<file path="src/rtl/port_pkg.sv">
// Constants for the four-port bidirectional I/O block.
// Assumes one 20 MHz core clock and an AXI4-Lite master on the register side.
package port_pkg;
    localparam int        NUM_PORTS   = 4;
    localparam int        PORT_W      = 8;
    localparam int        ADDR_W      = 8;
    localparam logic [7:0] PORT_RESET = 8'hff;
    localparam int        PORT_ZERO   = 0;
    localparam int        PORT_TWO    = 2;
    localparam int        PORT_THREE  = 3;
    // Register map, byte addresses
    localparam logic [7:0] LATCH_BASE = 8'h00;
    localparam logic [7:0] PIN_BASE   = 8'h10;
    localparam logic [7:0] STATUS_OFF = 8'h20;
    // Status layout
    localparam int        ST_STATE_LSB = 0;
    localparam int        ST_PHASE_BIT = 3;
    localparam int        ST_EXT_BIT   = 4;
    localparam int        ST_PEND_BIT  = 5;
    // Machine cycle: six states of two phases
    localparam logic [2:0] STATE_FIRST = 3'h0;
    localparam logic [2:0] STATE_LAST  = 3'h5;
    localparam logic       PHASE_ONE   = 1'b0;
    localparam logic       PHASE_TWO   = 1'b1;
    // Port three alternate bit positions
    localparam int        ALT_RXD   = 0;
    localparam int        ALT_TXD   = 1;
    localparam int        ALT_IRQ0  = 2;
    localparam int        ALT_IRQ1  = 3;
    localparam int        ALT_TMR0  = 4;
    localparam int        ALT_TMR1  = 5;
    localparam int        ALT_WRSTB = 6;
    localparam int        ALT_RDSTB = 7;
    localparam logic [1:0] RESP_OKAY   = 2'h0;
    localparam logic [1:0] RESP_SLVERR = 2'h2;
endpackage : port_pkg

</file>
<file path="src/rtl/port_pad_if.sv">
// Carrier between the port core and one pad slice.
// Assumes both ends run on core_clk.
interface port_pad_if;
    logic [7:0] latchVal;
    logic       sampleEn;
    logic       enterS1;
    logic       busSel;
    logic       busOe;
    logic [7:0] busData;
    logic [7:0] altOut;
    logic [7:0] pinRaw;
    logic [7:0] pinSync;
    logic [7:0] padOut;
    logic [7:0] padOe;
    logic [7:0] weakPull;
    logic [7:0] strongPull;
    modport ctrl (output latchVal, sampleEn, enterS1, busSel, busOe, busData, altOut,
                  pinRaw, input pinSync, padOut, padOe, weakPull, strongPull);
    modport pad  (input latchVal, sampleEn, enterS1, busSel, busOe, busData, altOut,
                  pinRaw, output pinSync, padOut, padOe, weakPull, strongPull);
endinterface : port_pad_if

</file>
<file path="src/rtl/quad_bidir_port_logic.sv">
// Four 8-bit bidirectional ports with AXI4-Lite access to latches and pins.
// Assumes the core drives the external bus controls on core_clk and the
// pad ring resolves out, oe and pull-ups into the physical pins.
module quad_bidir_port_logic (
    input  wire logic                                        core_clk,
    input  wire logic                                        rst,
    // AXI4-Lite slave
    input  wire logic                                        awvalid,
    output logic                                             awready,
    input  wire logic [port_pkg::ADDR_W-1:0]                 awaddr,
    input  wire logic                                        wvalid,
    output logic                                             wready,
    input  wire logic [31:0]                                 wdata,
    input  wire logic [3:0]                                  wstrb,
    output logic                                             bvalid,
    input  wire logic                                        bready,
    output logic [1:0]                                       bresp,
    input  wire logic                                        arvalid,
    output logic                                             arready,
    input  wire logic [port_pkg::ADDR_W-1:0]                 araddr,
    output logic                                             rvalid,
    input  wire logic                                        rready,
    output logic [31:0]                                      rdata,
    output logic [1:0]                                       rresp,
    // Pads
    input  wire logic [port_pkg::NUM_PORTS-1:0][port_pkg::PORT_W-1:0] portIn,
    output logic [port_pkg::NUM_PORTS-1:0][port_pkg::PORT_W-1:0]      portOut,
    output logic [port_pkg::NUM_PORTS-1:0][port_pkg::PORT_W-1:0]      portOe,
    output logic [port_pkg::NUM_PORTS-1:0][port_pkg::PORT_W-1:0]      portWeakPull,
    output logic [port_pkg::NUM_PORTS-1:0][port_pkg::PORT_W-1:0]      portStrongPull,
    // External memory controls from the core
    input  wire logic                                        extAccess,
    input  wire logic                                        extWide,
    input  wire logic                                        extAddrPhase,
    input  wire logic                                        extWrite,
    input  wire logic [15:0]                                 extAddr,
    input  wire logic [7:0]                                  extWrData,
    output logic [7:0]                                       extRdData,
    // Port three alternate functions
    input  wire logic [7:0]                                  altOut,
    output logic                                             rxdIn,
    output logic                                             extIrqZero,
    output logic                                             extIrqOne,
    output logic                                             timerZeroCountInput,
    output logic                                             timerOneCountInput
);
    import port_pkg::*;

    if (NUM_PORTS != 4 || PORT_W != 8)
    begin : g_check
        $error("port block serves four 8-bit ports only");
    end

    // ==========================================================
    // Machine cycle timing
    // ==========================================================
    logic [2:0] stateFf;
    logic       phaseFf;
    logic       sampleEn;
    logic       enterS1;
    logic       latchStrobe;

    always_ff @(posedge core_clk)
    begin
        if (rst)
        begin
            stateFf <= STATE_FIRST;
            phaseFf <= PHASE_ONE;
        end
        else if (phaseFf == PHASE_TWO)
        begin
            phaseFf <= PHASE_ONE;
            stateFf <= (stateFf == STATE_LAST) ? STATE_FIRST : stateFf + 3'h1;
        end
        else
            phaseFf <= PHASE_TWO;
    end

    // Buffers load on the edge that enters phase one
    assign sampleEn    = (phaseFf == PHASE_TWO);
    assign enterS1     = sampleEn && (stateFf == STATE_LAST);
    assign latchStrobe = (phaseFf == PHASE_ONE) && (stateFf == STATE_LAST);

    // ==========================================================
    // Write channel
    // ==========================================================
    logic                 awHeldFf;
    logic [ADDR_W-1:0]    awAddrFf;
    logic                 wHeldFf;
    logic [7:0]           wDataFf;
    logic                 wLaneFf;
    logic                 wrPendFf;
    logic [1:0]           wrIdxFf;
    logic                 bvalidFf;
    logic [1:0]           brespFf;
    logic                 awIsLatch;
    logic                 wrCommit;

    assign awready   = !awHeldFf && !bvalidFf && !wrPendFf;
    assign wready    = !wHeldFf && !bvalidFf && !wrPendFf;
    assign bvalid    = bvalidFf;
    assign bresp     = brespFf;
    assign awIsLatch = (awAddrFf[ADDR_W-1:4] == LATCH_BASE[ADDR_W-1:4])
                       && (awAddrFf[1:0] == 2'h0);
    // Commit only in S6P1 so the buffers pick it up at the next S1 entry
    assign wrCommit  = wrPendFf && latchStrobe;

    always_ff @(posedge core_clk)
    begin
        if (rst)
        begin
            awHeldFf <= 1'b0;
            awAddrFf <= '0;
            wHeldFf  <= 1'b0;
            wDataFf  <= '0;
            wLaneFf  <= 1'b0;
            wrPendFf <= 1'b0;
            wrIdxFf  <= '0;
            bvalidFf <= 1'b0;
            brespFf  <= RESP_OKAY;
        end
        else
        begin
            if (awvalid && awready)
            begin
                awHeldFf <= 1'b1;
                awAddrFf <= awaddr;
            end
            if (wvalid && wready)
            begin
                wHeldFf <= 1'b1;
                wDataFf <= wdata[7:0];
                wLaneFf <= wstrb[0];
            end
            if (awHeldFf && wHeldFf)
            begin
                awHeldFf <= 1'b0;
                wHeldFf  <= 1'b0;
                if (awIsLatch && wLaneFf)
                begin
                    wrPendFf <= 1'b1;
                    wrIdxFf  <= awAddrFf[3:2];
                end
                else
                begin
                    bvalidFf <= 1'b1;
                    brespFf  <= awIsLatch ? RESP_OKAY : RESP_SLVERR;
                end
            end
            if (wrCommit)
            begin
                wrPendFf <= 1'b0;
                bvalidFf <= 1'b1;
                brespFf  <= RESP_OKAY;
            end
            if (bvalidFf && bready)
                bvalidFf <= 1'b0;
        end
    end

    // ==========================================================
    // Port latches
    // ==========================================================
    logic [NUM_PORTS-1:0][PORT_W-1:0] latchFf;

    always_ff @(posedge core_clk)
    begin
        if (rst)
            latchFf <= {NUM_PORTS{PORT_RESET}};
        else
        begin
            if (wrCommit)
                latchFf[wrIdxFf] <= wDataFf;
            // bus cycle sets port zero to all ones, port two untouched
            // Placed last so a bus cycle beats a pending port zero write
            if (extAccess)
                latchFf[PORT_ZERO] <= PORT_RESET;
        end
    end

    // ==========================================================
    // Pad slices
    // ==========================================================
    port_pad_if padIf [NUM_PORTS] ();
    logic [NUM_PORTS-1:0][PORT_W-1:0] pinSyncAll;
    logic [NUM_PORTS-1:0]             busSelV;
    logic [NUM_PORTS-1:0]             busOeV;
    logic [NUM_PORTS-1:0][PORT_W-1:0] busDataV;

    always_comb
    begin
        busSelV  = '0;
        busOeV   = '0;
        busDataV = '0;
        // port zero time-multiplexes address and data
        busSelV[PORT_ZERO]  = extAccess;
        busOeV[PORT_ZERO]   = extAddrPhase || extWrite;
        busDataV[PORT_ZERO] = extAddrPhase ? extAddr[7:0] : extWrData;
        // port two only takes over for wide addresses
        busSelV[PORT_TWO]   = extAccess && extWide;
        busOeV[PORT_TWO]    = 1'b1;
        busDataV[PORT_TWO]  = extAddr[15:8];
    end

    for (genvar g = 0; g < NUM_PORTS; g++)
    begin : g_port
        assign padIf[g].latchVal = latchFf[g];
        assign padIf[g].sampleEn = sampleEn;
        assign padIf[g].enterS1  = enterS1;
        assign padIf[g].busSel   = busSelV[g];
        assign padIf[g].busOe    = busOeV[g];
        assign padIf[g].busData  = busDataV[g];
        // only port three has alternate outputs
        assign padIf[g].altOut   = (g == PORT_THREE) ? altOut : PORT_RESET;
        assign padIf[g].pinRaw   = portIn[g];
        assign pinSyncAll[g]     = padIf[g].pinSync;
        // per-bit drive, enable and pull-ups out to the pads
        assign portOut[g]        = padIf[g].padOut;
        assign portOe[g]         = padIf[g].padOe;
        assign portWeakPull[g]   = padIf[g].weakPull;
        assign portStrongPull[g] = padIf[g].strongPull;

        port_pad_slice #(
            .IS_OPEN_DRAIN (g == PORT_ZERO),
            .HAS_STRONG    (g != PORT_ZERO)
        ) u_slice (
            .core_clk (core_clk),
            .rst      (rst),
            .pad      (padIf[g])
        );
    end

    // read data returns through port zero inputs
    assign extRdData = pinSyncAll[PORT_ZERO];

    // pin level always reaches alternate inputs
    assign rxdIn               = pinSyncAll[PORT_THREE][ALT_RXD];
    assign extIrqZero          = pinSyncAll[PORT_THREE][ALT_IRQ0];
    assign extIrqOne           = pinSyncAll[PORT_THREE][ALT_IRQ1];
    assign timerZeroCountInput = pinSyncAll[PORT_THREE][ALT_TMR0];
    assign timerOneCountInput  = pinSyncAll[PORT_THREE][ALT_TMR1];

    // ==========================================================
    // Read channel
    // ==========================================================
    logic        rvalidFf;
    logic [31:0] rdataFf;
    logic [1:0]  rrespFf;

    // One read in flight: arready drops while an answer stands
    assign arready = !rvalidFf;
    assign rvalid  = rvalidFf;
    assign rdata   = rdataFf;
    assign rresp   = rrespFf;

    always_ff @(posedge core_clk)
    begin
        if (rst)
        begin
            rvalidFf <= 1'b0;
            rdataFf  <= '0;
            rrespFf  <= RESP_OKAY;
        end
        else if (arvalid && arready)
        begin
            rvalidFf <= 1'b1;
            rrespFf  <= RESP_OKAY;
            rdataFf  <= '0;
            if (araddr[1:0] != 2'h0)
                rrespFf <= RESP_SLVERR;
            else if (araddr[ADDR_W-1:4] == LATCH_BASE[ADDR_W-1:4])
                rdataFf[PORT_W-1:0] <= latchFf[araddr[3:2]];
            else if (araddr[ADDR_W-1:4] == PIN_BASE[ADDR_W-1:4])
                rdataFf[PORT_W-1:0] <= pinSyncAll[araddr[3:2]];
            else if (araddr == STATUS_OFF)
            begin
                rdataFf[ST_STATE_LSB +: 3] <= stateFf;
                rdataFf[ST_PHASE_BIT]      <= phaseFf;
                rdataFf[ST_EXT_BIT]        <= extAccess;
                rdataFf[ST_PEND_BIT]       <= wrPendFf;
            end
            else
                rrespFf <= RESP_SLVERR;
        end
        else if (rvalidFf && rready)
            rvalidFf <= 1'b0;
    end
endmodule : quad_bidir_port_logic

</file>
<file path="src/rtl/port_pad_slice.sv">
// Output buffer, pull-up control and input synchroniser for one 8-bit port.
// Assumes sampleEn marks the last phase-two cycle before each phase one.
module port_pad_slice #(
    parameter bit IS_OPEN_DRAIN = 1'b0,
    parameter bit HAS_STRONG    = 1'b1
) (
    input wire logic core_clk,
    input wire logic rst,
    port_pad_if.pad  pad
);
    import port_pkg::*;

    logic [7:0] bufFf;
    logic [7:0] syncOneFf;
    logic [7:0] syncTwoFf;
    logic [7:0] strongFf;
    logic [7:0] drive;

    // two-stage synchroniser
    // No reset: tracks pins through reset, so no false edge follows it
    always_ff @(posedge core_clk)
    begin
        syncOneFf <= pad.pinRaw;
        syncTwoFf <= syncOneFf;
    end

    always_ff @(posedge core_clk)
    begin
        if (rst)
            bufFf <= PORT_RESET;
        else if (pad.sampleEn)
            bufFf <= pad.latchVal;
    end

    // strong pull for S1 on rise
    always_ff @(posedge core_clk)
    begin
        if (rst)
            strongFf <= '0;
        else if (pad.sampleEn)
            strongFf <= (HAS_STRONG && pad.enterS1) ? (pad.latchVal & ~bufFf) : 8'h00;
    end

    // latch zero forces alternate output low
    assign drive = bufFf & pad.altOut;

    always_comb
    begin
        if (pad.busSel)
        begin
            pad.padOut     = pad.busData;
            pad.padOe      = {8{pad.busOe}};
            pad.weakPull   = 8'h00;
            pad.strongPull = 8'h00;
        end
        else
        begin
            pad.padOut     = drive;
            pad.padOe      = ~drive;
            pad.weakPull   = IS_OPEN_DRAIN ? 8'h00 : drive;
            pad.strongPull = IS_OPEN_DRAIN ? 8'h00 : (strongFf & drive);
        end
    end

    assign pad.pinSync = syncTwoFf;
endmodule : port_pad_slice

</file>
<file path="config.mk">
export PLATFORM = sky130hd
export DESIGN_NAME = quad_bidir_port_logic
export DESIGN_NICKNAME = d
export VERILOG_FILES = /design/src/rtl/port_pkg.sv /design/src/rtl/port_pad_if.sv /design/src/rtl/quad_bidir_port_logic.sv /design/src/rtl/port_pad_slice.sv
export SDC_FILE = /design/constraint.sdc
export NUM_CORES = 1
export LEC_CHECK = 0
export BUFFER_PORTS_ARGS = -buffer_cell sky130_fd_sc_hd__buf_2
export CAP_MARGIN = 20
export CORE_UTILIZATION = 40
export CTS_BUF_LIST = sky130_fd_sc_hd__clkbuf_16
export CTS_CLUSTER_DIAMETER = 200
export DETAILED_ROUTE_END_ITERATION = 10
export PLACE_DENSITY = 0.68
export SYNTH_ARGS = -nofsm -noshare
export SYNTH_HDL_FRONTEND = slang
export SYNTH_SLANG_ARGS = --single-unit
</file>
<file path="constraint.sdc">
create_clock -name core_clk -period 1.9 [get_ports core_clk]
set_clock_uncertainty 0.15 [all_clocks]
set_input_delay 0.095 -clock core_clk [delete_from_list [all_inputs] [get_ports core_clk]]
set_output_delay 0.095 -clock core_clk [all_outputs]
set_load 0.01 [all_outputs]
</file>
==> out/summary.txt, run 1 <==
Warning count from the yosys run: 0
Initial drt markers: 369
Int Pwr: 0.00645 W
CTS Root Buffer Type: clkbuf_16
Mapped Avg Cell Area: 10.0 µm²
Worst-Skew Late Latency: 0.43 ns
Routed Antenna Nets: 0
Routed via count: 6236
DRT Pass-1 Iters: 4
Area Growth Syn to Fin: 29.4%
Final GP Congestion: 0.771
Peak Freq: 0.555 GHz
Status: finished clean
Crit path time final: 1.80 ns
Post-CTS sizing: 0
Reg2Reg Launch Point: rvalid$_SDFFE_PP0P_
Total track usage: 20.1%
WS Path Type: reg2reg
HPWL Detailed: 14900 µm
Sequential area share after synthesis: 49.4%
Static Leakage: 4.83 nW
Final hold slack: 0.0491 ns
WL/cell: 15.4 µm
Die area: 0.0198 mm²
Slowest-stage cell, CP: dlygate4sd3_1
Fraction of layout cells with a size suffix above 1: 30.8%
Fin nets: 1168
Final Hold Vio Count: 0
Cell depth of the worst hold path: 5
Avg Vias per Cell: 4.84
Largest area contributor in the netlist: dfxtp_1
Global route overflow: 0
PortBufs: 239
Delay of the slowest cell on the worst path: 0.57 ns
Setup violators final: 0
Clk pwr share: 39.8%
CTS max path bufs: 2
Post-place instance area: 0.00880 mm²
Num ports: 309
Post-synth cell types: 49
Initial antenna violation count: 2
Die width: 141 µm
Total power: 0.00874 W
Post-CTS setup buffers: 0
Starting Density: 41.1%
Commonest non-fill, non-tap cell in the layout: buf_2
Rel. slew slack: 59.1%
Total Neg Setup Slack: 0 ns
Commonest cells after routing, fill and taps aside: buf_2 (239), dfxtp_1 (189), nand2_1 (105), nor2_1 (63), mux2i_1 (59)
Num CTS Buffers: 17
Reg2reg path depth: 4
Hold WC Path Type: in2reg
Htree depth: 4
Vias in the first global route: 5773
RSZ-0062 raised after global routing: false
Residual DRC count: 0
HP Start: araddr[1]
Switching Share: 26.2%
Slew @ Worst Pin: 0.613 ns
Height of the die: 141 µm
Synthesized area: 0.00771 mm²
Required @ worst endpoint: 2.06 ns
Largest net degree at the start of global routing: 57
Total core area: 0.0188 mm²
P_sw: 0.00229 W
Reg2reg setup slack: 0.1 ns
R2R Path End: rresp[1]$_SDFFE_PP0P_
Max IR drop VDD: 685 µV
Crit. End Element: flip-flop
Clk slew on worst S/H paths: 0.07 ns
WP data arrival: 1.96 ns
Detailed Route WL: 19900 µm
Synthesized netlist cell count: 767
CTS tree: yes
Hold buffer count at cts: 57
First-pass GRT wire length: 30400 µm
Num rows: 50
Synth Register Bits: 190
Count of final max-slew check failures: 0
Maxcap violations: 0
CTS sink count: 190
PwrDens: 876 mW/mm²
Combinational power share: 11.8%
Worst Setup Start Kind: flip-flop
Worst-path maximum fanout: 14
Synth top area cells: dfxtp_1 (49%), mux2i_1 (7.7%), buf_4 (5.9%)
Hold Path Sink: rdata[0]$_SDFFE_PP0P_
Register share of total power: 48.4%
CP cell instances: nor4b_2, buf_4, a311oi_1, dlygate4sd3_1
Final period utilization: 94.9%
Area share of the largest cell type after synthesis: 49.4%
Finished Cell Area: 0.00997 mm²
Final core occ: 53.1%
-- metrics by stage --
step / setup WS, ns / cells
floorplan: 0.342 / 808
global placement: 0.253 / 1198
detailed placement: 0.216 / 1198
CTS: 0.109 / 1287
global route: 0.000289 / 1288
finish: 0.0977 / 1289
-- power groups by stage --
stage | Clock, W | Combinational [W] | Sequential [W]
floorplan | 0 | 0.000662 | 0.00430
global placement | 0 | 0.000928 | 0.00432
detailed placement | 0 | 0.000939 | 0.00432
CTS | 0.00355 | 0.00103 | 0.00423
global route | 0.00371 | 0.00113 | 0.00425
finish | 0.00348 | 0.00104 | 0.00423
-- cell usage after synthesis (all sizes together) --
cell type and number:
a31o 1, a32o 24, o2111ai 6, nand4 2, or4b 2, and2 10, a21o 1, clkinv 1
or3 1, nand3 8, buf 88, conb 1, xnor2 1, o21ai 3, clkbuf 19, a311oi 1
mux4 16, dfxtp 190, inv 43, and4 1, or2 1, nand2b 2, o211ai 36, o31ai 1
and3 16, and4bb 2, nor3 6, nor4b 10, a221oi 1, nand4b 3, nor2 64, a21oi 38
mux2i 59, nand2 106, a21boi 1, nor4 1, o21a 1
-- final cells by class --
cell class / instances / area, µm²
Multi-Input combinational cell: 467 / 3150
Sequential cell: 190 / 3800
Clock buffer: 17 / 425
Fill cell: 1733 / 8790
Antenna cell: 1 / 2.50
Clock inverter: 15 / 158
Tap cell: 234 / 293
Timing Repair Buffer: 321 / 1970
Inverter: 44 / 165
-- flip-flops by register name, indices dropped and copies added (netlist names), 2 cells and up --
signal                      flops
g_port.u_slice.bufFf           32
g_port.u_slice.pad.pinSync     32
g_port.u_slice.syncOneFf       32
padIf.latchVal                 32
g_port.u_slice.strongFf        24
awAddrFf                        8
rdata                           8
wDataFf                         8
stateFf                         3
wrIdxFf                         2
-- logic make-up after synthesis --
logic type	after synthesis	synth area share, %
compound gates	114	10.7
xor+xnor	1	0.114
buf+inv	151	11.8
flops	190	49.4
mux	75	12.5
other cells	1	0.0487
simple gates	235	15.5
-- worst max-delay path, delay by kind of cell (launching register included) --
| family | cells | cell delay [ns] |
|---|---|---|
| compound gates | 1 | 0.10 |
| buf+inv | 2 | 0.81 |
| flops | 1 | 0.35 |
| simple gates | 1 | 0.28 |
-- routing by layer --
metal,GRT usage [%],routed length [µm],up-vias
met2,33.3,9540,227
met4,7.84,492,0
li1,-,-,3097
met3,4.59,1130,27
met1,25.5,8730,2885
met5,0,0,-
-- worst max path at each step --
stage / from / end / slack, ns / cells after the start
finish: rvalid$_SDFFE_PP0P_ / rresp[1]$_SDFFE_PP0P_ / 0.1 / 4
global route: rvalid$_SDFFE_PP0P_ / rresp[1]$_SDFFE_PP0P_ / 0.0003 / 4
CTS: rvalid$_SDFFE_PP0P_ / rresp[1]$_SDFFE_PP0P_ / 0.11 / 4
detailed placement: padIf[0].sampleEn$_SDFF_PP0_ / g_port[1].u_slice.strongFf[3]$_SDFFE_PP0P_ / 0.22 / 2
global placement: padIf[0].sampleEn$_SDFF_PP0_ / g_port[3].u_slice.strongFf[2]$_SDFFE_PP0P_ / 0.25 / 2
floorplan: bvalid$_SDFFE_PP0P_ / wDataFf[0]$_SDFFE_PP0P_ / 0.34 / 5
(Power assumes the default switching activity.)
==> inputs of run 2 (changes only) <==
--- a/config.mk
+++ b/config.mk
@@ -7,11 +7,11 @@
 export LEC_CHECK = 0
 export BUFFER_PORTS_ARGS = -buffer_cell sky130_fd_sc_hd__buf_2
 export CAP_MARGIN = 20
-export CORE_UTILIZATION = 40
+export CORE_UTILIZATION = 48
 export CTS_BUF_LIST = sky130_fd_sc_hd__clkbuf_16
 export CTS_CLUSTER_DIAMETER = 200
 export DETAILED_ROUTE_END_ITERATION = 10
-export PLACE_DENSITY = 0.68
+export PLACE_DENSITY = 0.79
 export SYNTH_ARGS = -nofsm -noshare
 export SYNTH_HDL_FRONTEND = slang
 export SYNTH_SLANG_ARGS = --single-unit
==> constraint.sdc (replaced) <==
create_clock -name core_clk -period 1.9 [get_ports core_clk]
set_clock_uncertainty 0.15 [all_clocks]
set_input_delay 0.38 -clock core_clk [delete_from_list [all_inputs] [get_ports core_clk]]
set_output_delay 0.38 -clock core_clk [all_outputs]
set_load 0.01 [all_outputs]
==> out/summary.txt, run 2 (same netlist as run 1, synthesis figures left out) <==
Routed via count: 6231
Height of the die: 129 µm
RSZ-0062 raised after global routing: false
Rel. slew slack: 63.8%
CTS sink count: 190
Switching Share: 27.0%
Vias in the first global route: 5513
Crit. End Element: primary output
Initial antenna violation count: 2
Clk pwr share: 39.5%
HPWL Detailed: 14200 µm
Required @ worst endpoint: 1.37 ns
Num CTS Buffers: 17
Post-CTS setup buffers: 0
Residual DRC count: 0
Static Leakage: 4.73 nW
Total track usage: 23.0%
DRT Pass-1 Iters: 5
WP data arrival: 1.27 ns
Commonest non-fill, non-tap cell in the layout: buf_2
Setup violators final: 0
DP Worst Slack: -0.0328 ns
Worst Setup Start Kind: flip-flop
Die area: 0.0166 mm²
Register share of total power: 49.0%
PwrDens: 888 mW/mm²
WS Path Type: reg2out
Htree depth: 4
Largest net degree at the start of global routing: 34
Count of final max-slew check failures: 0
Worst-Skew Late Latency: 0.44 ns
P_sw: 0.00233 W
WL/cell: 15.6 µm
PortBufs: 239
Die width: 129 µm
Combinational power share: 11.5%
Commonest cells after routing, fill and taps aside: buf_2 (238), dfxtp_1 (188), nand2_1 (104), nor2_1 (63), mux2i_1 (59)
Hold WC Path Type: in2reg
Total Neg Setup Slack: 0 ns
Final core occ: 63.0%
Area Growth Syn to Fin: 26.1%
Status: finished clean
Starting Density: 50.0%
Detailed Route WL: 19400 µm
CTS max path bufs: 2
Global route overflow: 0
First-pass GRT wire length: 28600 µm
Final Hold Vio Count: 0
Initial drt markers: 425
Total core area: 0.0154 mm²
Fin nets: 1146
Avg Vias per Cell: 5.01
Peak Freq: 0.554 GHz
Final period utilization: 95.0%
Max IR drop VDD: 768 µV
Fraction of layout cells with a size suffix above 1: 31.9%
Crit path time final: 1.80 ns
Num rows: 45
CTS Root Buffer Type: clkbuf_16
Worst-path maximum fanout: 6
Maxcap violations: 0
Routed Antenna Nets: 0
Crit path setup slack, layout: 0.0952 ns
Num ports: 309
CTS tree: yes
Clk slew on worst S/H paths: 0.07 ns
Final GP Congestion: 0.843
Fillcell total: 1297
Int Pwr: 0.00631 W
Final hold slack: 0.0231 ns
Slew @ Worst Pin: 0.541 ns
-- run 2: area by class of cell --
type | instances | area (µm²) | area share, %
flip-flops and latches | 190 | 3810 | 39.2
clock buffers | 17 | 425 | 4.38
clock inverters | 15 | 150 | 1.54
diodes | 1 | 2.50 | 0.0257
well taps | 211 | 264 | 2.72
repair buffers | 299 | 1750 | 18.0
multi-input cells | 467 | 3150 | 32.5
inverters | 44 | 165 | 1.70
-- run 2: stage by stage --
step / cell area (µm²) / power (W) / instances
detailed placement: 8790 / 0.00525 / 1177
CTS: 9700 / 0.00867 / 1242
global placement: 8790 / 0.00523 / 1177
global route: 9720 / 0.00895 / 1243
floorplan: 7860 / 0.00497 / 808
finish: 9720 / 0.00863 / 1244
-- run 2: power groups by stage --
stage	clock network [W]	logic, W	registers, W
after floorplan	0	0.000662	0.00430
after global placement	0	0.000913	0.00432
after detailed placement	0	0.000926	0.00432
after CTS	0.00346	0.000982	0.00423
after global routing	0.00361	0.00109	0.00425
final	0.00341	0.000991	0.00423
-- run 2: per-layer routing --
layer	up-vias	GRT usage, %	wire length [µm]
met5	-	0	13
met4	2	9.13	389
met3	34	5.61	1400
met2	261	37.3	9310
met1	2874	29.6	8280
li1	3060	-	-
-- run 2: worst paths after layout --
path,start,endpoint,slack [ns],cells past startpoint
setup reg to reg,stateFf[1]$_SDFFE_PP0P_,padIf[0].latchVal[3]$_SDFFE_PP1P_,0.24,4
setup / recovery,bvalid$_SDFFE_PP0P_,awready,0.1,3
hold / removal,awaddr[5],awAddrFf[5]$_SDFFE_PP0P_,0.02,3
hold reg to reg,g_port[3].u_slice.syncOneFf[4]$_DFF_P_,g_port[3].u_slice.pad.pinSync[4]$_DFF_P_,0.17,0
-- run 2: worst max-delay path: stages, from the launching register on --
cell and delay (ns):
dfxtp_2 0.36, buf_4 0.16, nor3_1 0.16, buf_2 0.15
-- run 2: repair_timing --
item,in CTS,in global routing
hold buffers,33,0
setup endpoints to repair,0,18
resized for setup,0,3
hold endpoints to repair,33,0
==> inputs of run 3 (changes only) <==
--- a/config.mk
+++ b/config.mk
@@ -5,13 +5,14 @@
 export SDC_FILE = /design/constraint.sdc
 export NUM_CORES = 1
 export LEC_CHECK = 0
+export ABC_AREA = 1
 export BUFFER_PORTS_ARGS = -buffer_cell sky130_fd_sc_hd__buf_2
 export CAP_MARGIN = 20
-export CORE_UTILIZATION = 48
+export CORE_UTILIZATION = 49
 export CTS_BUF_LIST = sky130_fd_sc_hd__clkbuf_16
 export CTS_CLUSTER_DIAMETER = 200
 export DETAILED_ROUTE_END_ITERATION = 10
-export PLACE_DENSITY = 0.79
+export PLACE_DENSITY = 0.81
 export SYNTH_ARGS = -nofsm -noshare
 export SYNTH_HDL_FRONTEND = slang
 export SYNTH_SLANG_ARGS = --single-unit
==> out/summary.txt, run 3 <==
WL/cell: 13.6 µm
Setup violators final: 0
Initial drt markers: 393
Hold WC Path Type: in2reg
Num CTS Buffers: 17
WS Path Type: reg2out
Detailed Route WL: 20100 µm
Max IR drop VDD: 798 µV
Die width: 128 µm
Fraction of layout cells with a size suffix above 1: 25.1%
Slew @ Worst Pin: 0.543 ns
Worst Setup Start Kind: flip-flop
Crit path setup slack, layout: 0.0527 ns
Avg Vias per Cell: 4.74
Synthesized area: 0.00773 mm²
Slowest-stage cell, CP: dfxtp_4
Total track usage: 24.8%
Fin nets: 1380
Rel. slew slack: 63.7%
Dpl cells: 1412
Count of final max-slew check failures: 0
Commonest cells after routing, fill and taps aside: nand2_1 (239), buf_2 (239), dfxtp_1 (187), inv_1 (139), nor2_1 (80)
Area Growth Syn to Fin: 27.3%
Total Neg Setup Slack: 0 ns
Starting Density: 50.4%
Synthesized netlist cell count: 999
Largest area contributor in the netlist: dfxtp_1
Required @ worst endpoint: 1.37 ns
Residual DRC count: 0
Crit. End Element: primary output
Maxcap violations: 0
Global route overflow: 0
Vias in the first global route: 6371
Total core area: 0.0153 mm²
Mapped Avg Cell Area: 7.73 µm²
Area share of the largest cell type after synthesis: 49.2%
Num rows: 45
Largest net degree at the start of global routing: 55
Worst-path maximum fanout: 8
Delay of the slowest cell on the worst path: 0.37 ns
Most frequent cells after synthesis: nand2_1 (239), dfxtp_1 (190), inv_1 (140)
Peak Freq: 0.541 GHz
Routed Antenna Nets: 0
Worst-Skew Late Latency: 0.44 ns
CP cell instances: nor3_4, buf_2
Synth Register Bits: 190
Synth top area cells: dfxtp_1 (49%), nand2_1 (12%), inv_1 (6.8%)
Num ports: 309
Sequential area share after synthesis: 49.2%
Status: finished clean
Initial antenna violation count: 0
Height of the die: 128 µm
CTS tree: yes
Post-synth EDFFs: 0
Routed via count: 7000
PortBufs: 239
PwrDens: 899 mW/mm²
Count leader, synth: nand2_1
Async S/R FF share, synth: 0%
Non-Filler Instances: 1476
Die area: 0.0163 mm²
WP data arrival: 1.32 ns
Htree depth: 4
Crit path time final: 1.85 ns
RSZ-0062 raised after global routing: true
CTS max path bufs: 2
First-pass GRT wire length: 31100 µm
CTS sink count: 190
Static Leakage: 5.03 nW
HPWL Detailed: 14100 µm
Synth Flop Type: dfxtp_1
Post-synth cell types: 36
DP Worst Slack: 0.123 ns
DRT Pass-1 Iters: 5
Clk slew on worst S/H paths: 0.07 ns
Final Hold Vio Count: 0
N_diodes: 0
Final GP Congestion: 0.913
Warning count from the yosys run: 0
Final hold slack: 0.0405 ns
Final period utilization: 97.2%
CTS Root Buffer Type: clkbuf_16
run 3: final cells by class:
cell class                 instances  area, µm²
clock buffer                      17        425
clock inverter                    14        168
fill                            1359       5480
inverter                         147        553
multi-input combinational        602       2870
sequential                       190       3810
tap                              211        264
timing repair buffer             295       1750
run 3: timing repair:
item | in CTS | in global routing
setup endpoints to repair | 2 | 6
buffers inserted | 0 | 1
gates resized for setup | 1 | 8
hold buffers | 32 | 0
hold endpoints to repair | 32 | 0
pin swaps | 1 | 1
cloned | 0 | 0
run 3: critical path, delay by kind of cell (launching register included):
kind	cells	cell delay (ns)
flops	1	0.37
simple gates	1	0.32
buf+inv	1	0.20
run 3: logic make-up after synthesis:
logic type / synth area share, %
other cells: 0.0485
buf+inv: 15.9
simple gates: 22.0
compound gates: 12.8
flops: 49.2
run 3: final timing paths:
check / slack (ns) / from / endpoint / cells after the start
min: 0.04 / bready / bvalid$_SDFFE_PP0P_ / 4
max: 0.05 / wrPendFf$_SDFFE_PP0P_ / awready / 2
max reg2reg: 0.28 / rvalid$_SDFFE_PP0P_ / rdata[5]$_SDFFE_PP0P_ / 7
min reg2reg: 0.18 / g_port[0].u_slice.syncOneFf[4]$_DFF_P_ / g_port[0].u_slice.pad.pinSync[4]$_DFF_P_ / 0
run 3: layer usage:
layer  wire length, µm  share of wire (%)  vias up  global-route usage, %
met1              8250                 41     3138                   27.8
met3              1360                6.8       22                   7.33
met5                 0                  0        -                      0
li1                  -                  -     3592                      -
met2             10100                 51      248                   45.5
met4               313                1.6        0                   7.20
run 3: per-stage QoR:
stage	area, µm²	utilization (%)	total power [W]
after global placement	8890	58.1	0.00528
after floorplan	7880	-	0.00497
after CTS	9810	64.1	0.00888
final	9840	64.2	0.00885
after detailed placement	8890	58.1	0.00530
after global routing	9840	64.2	0.00921
run 3: power breakdown:
group          internal (W)  switching [W]
logic              0.000421       0.000607
registers           0.00414       0.000113
clock network       0.00206        0.00150
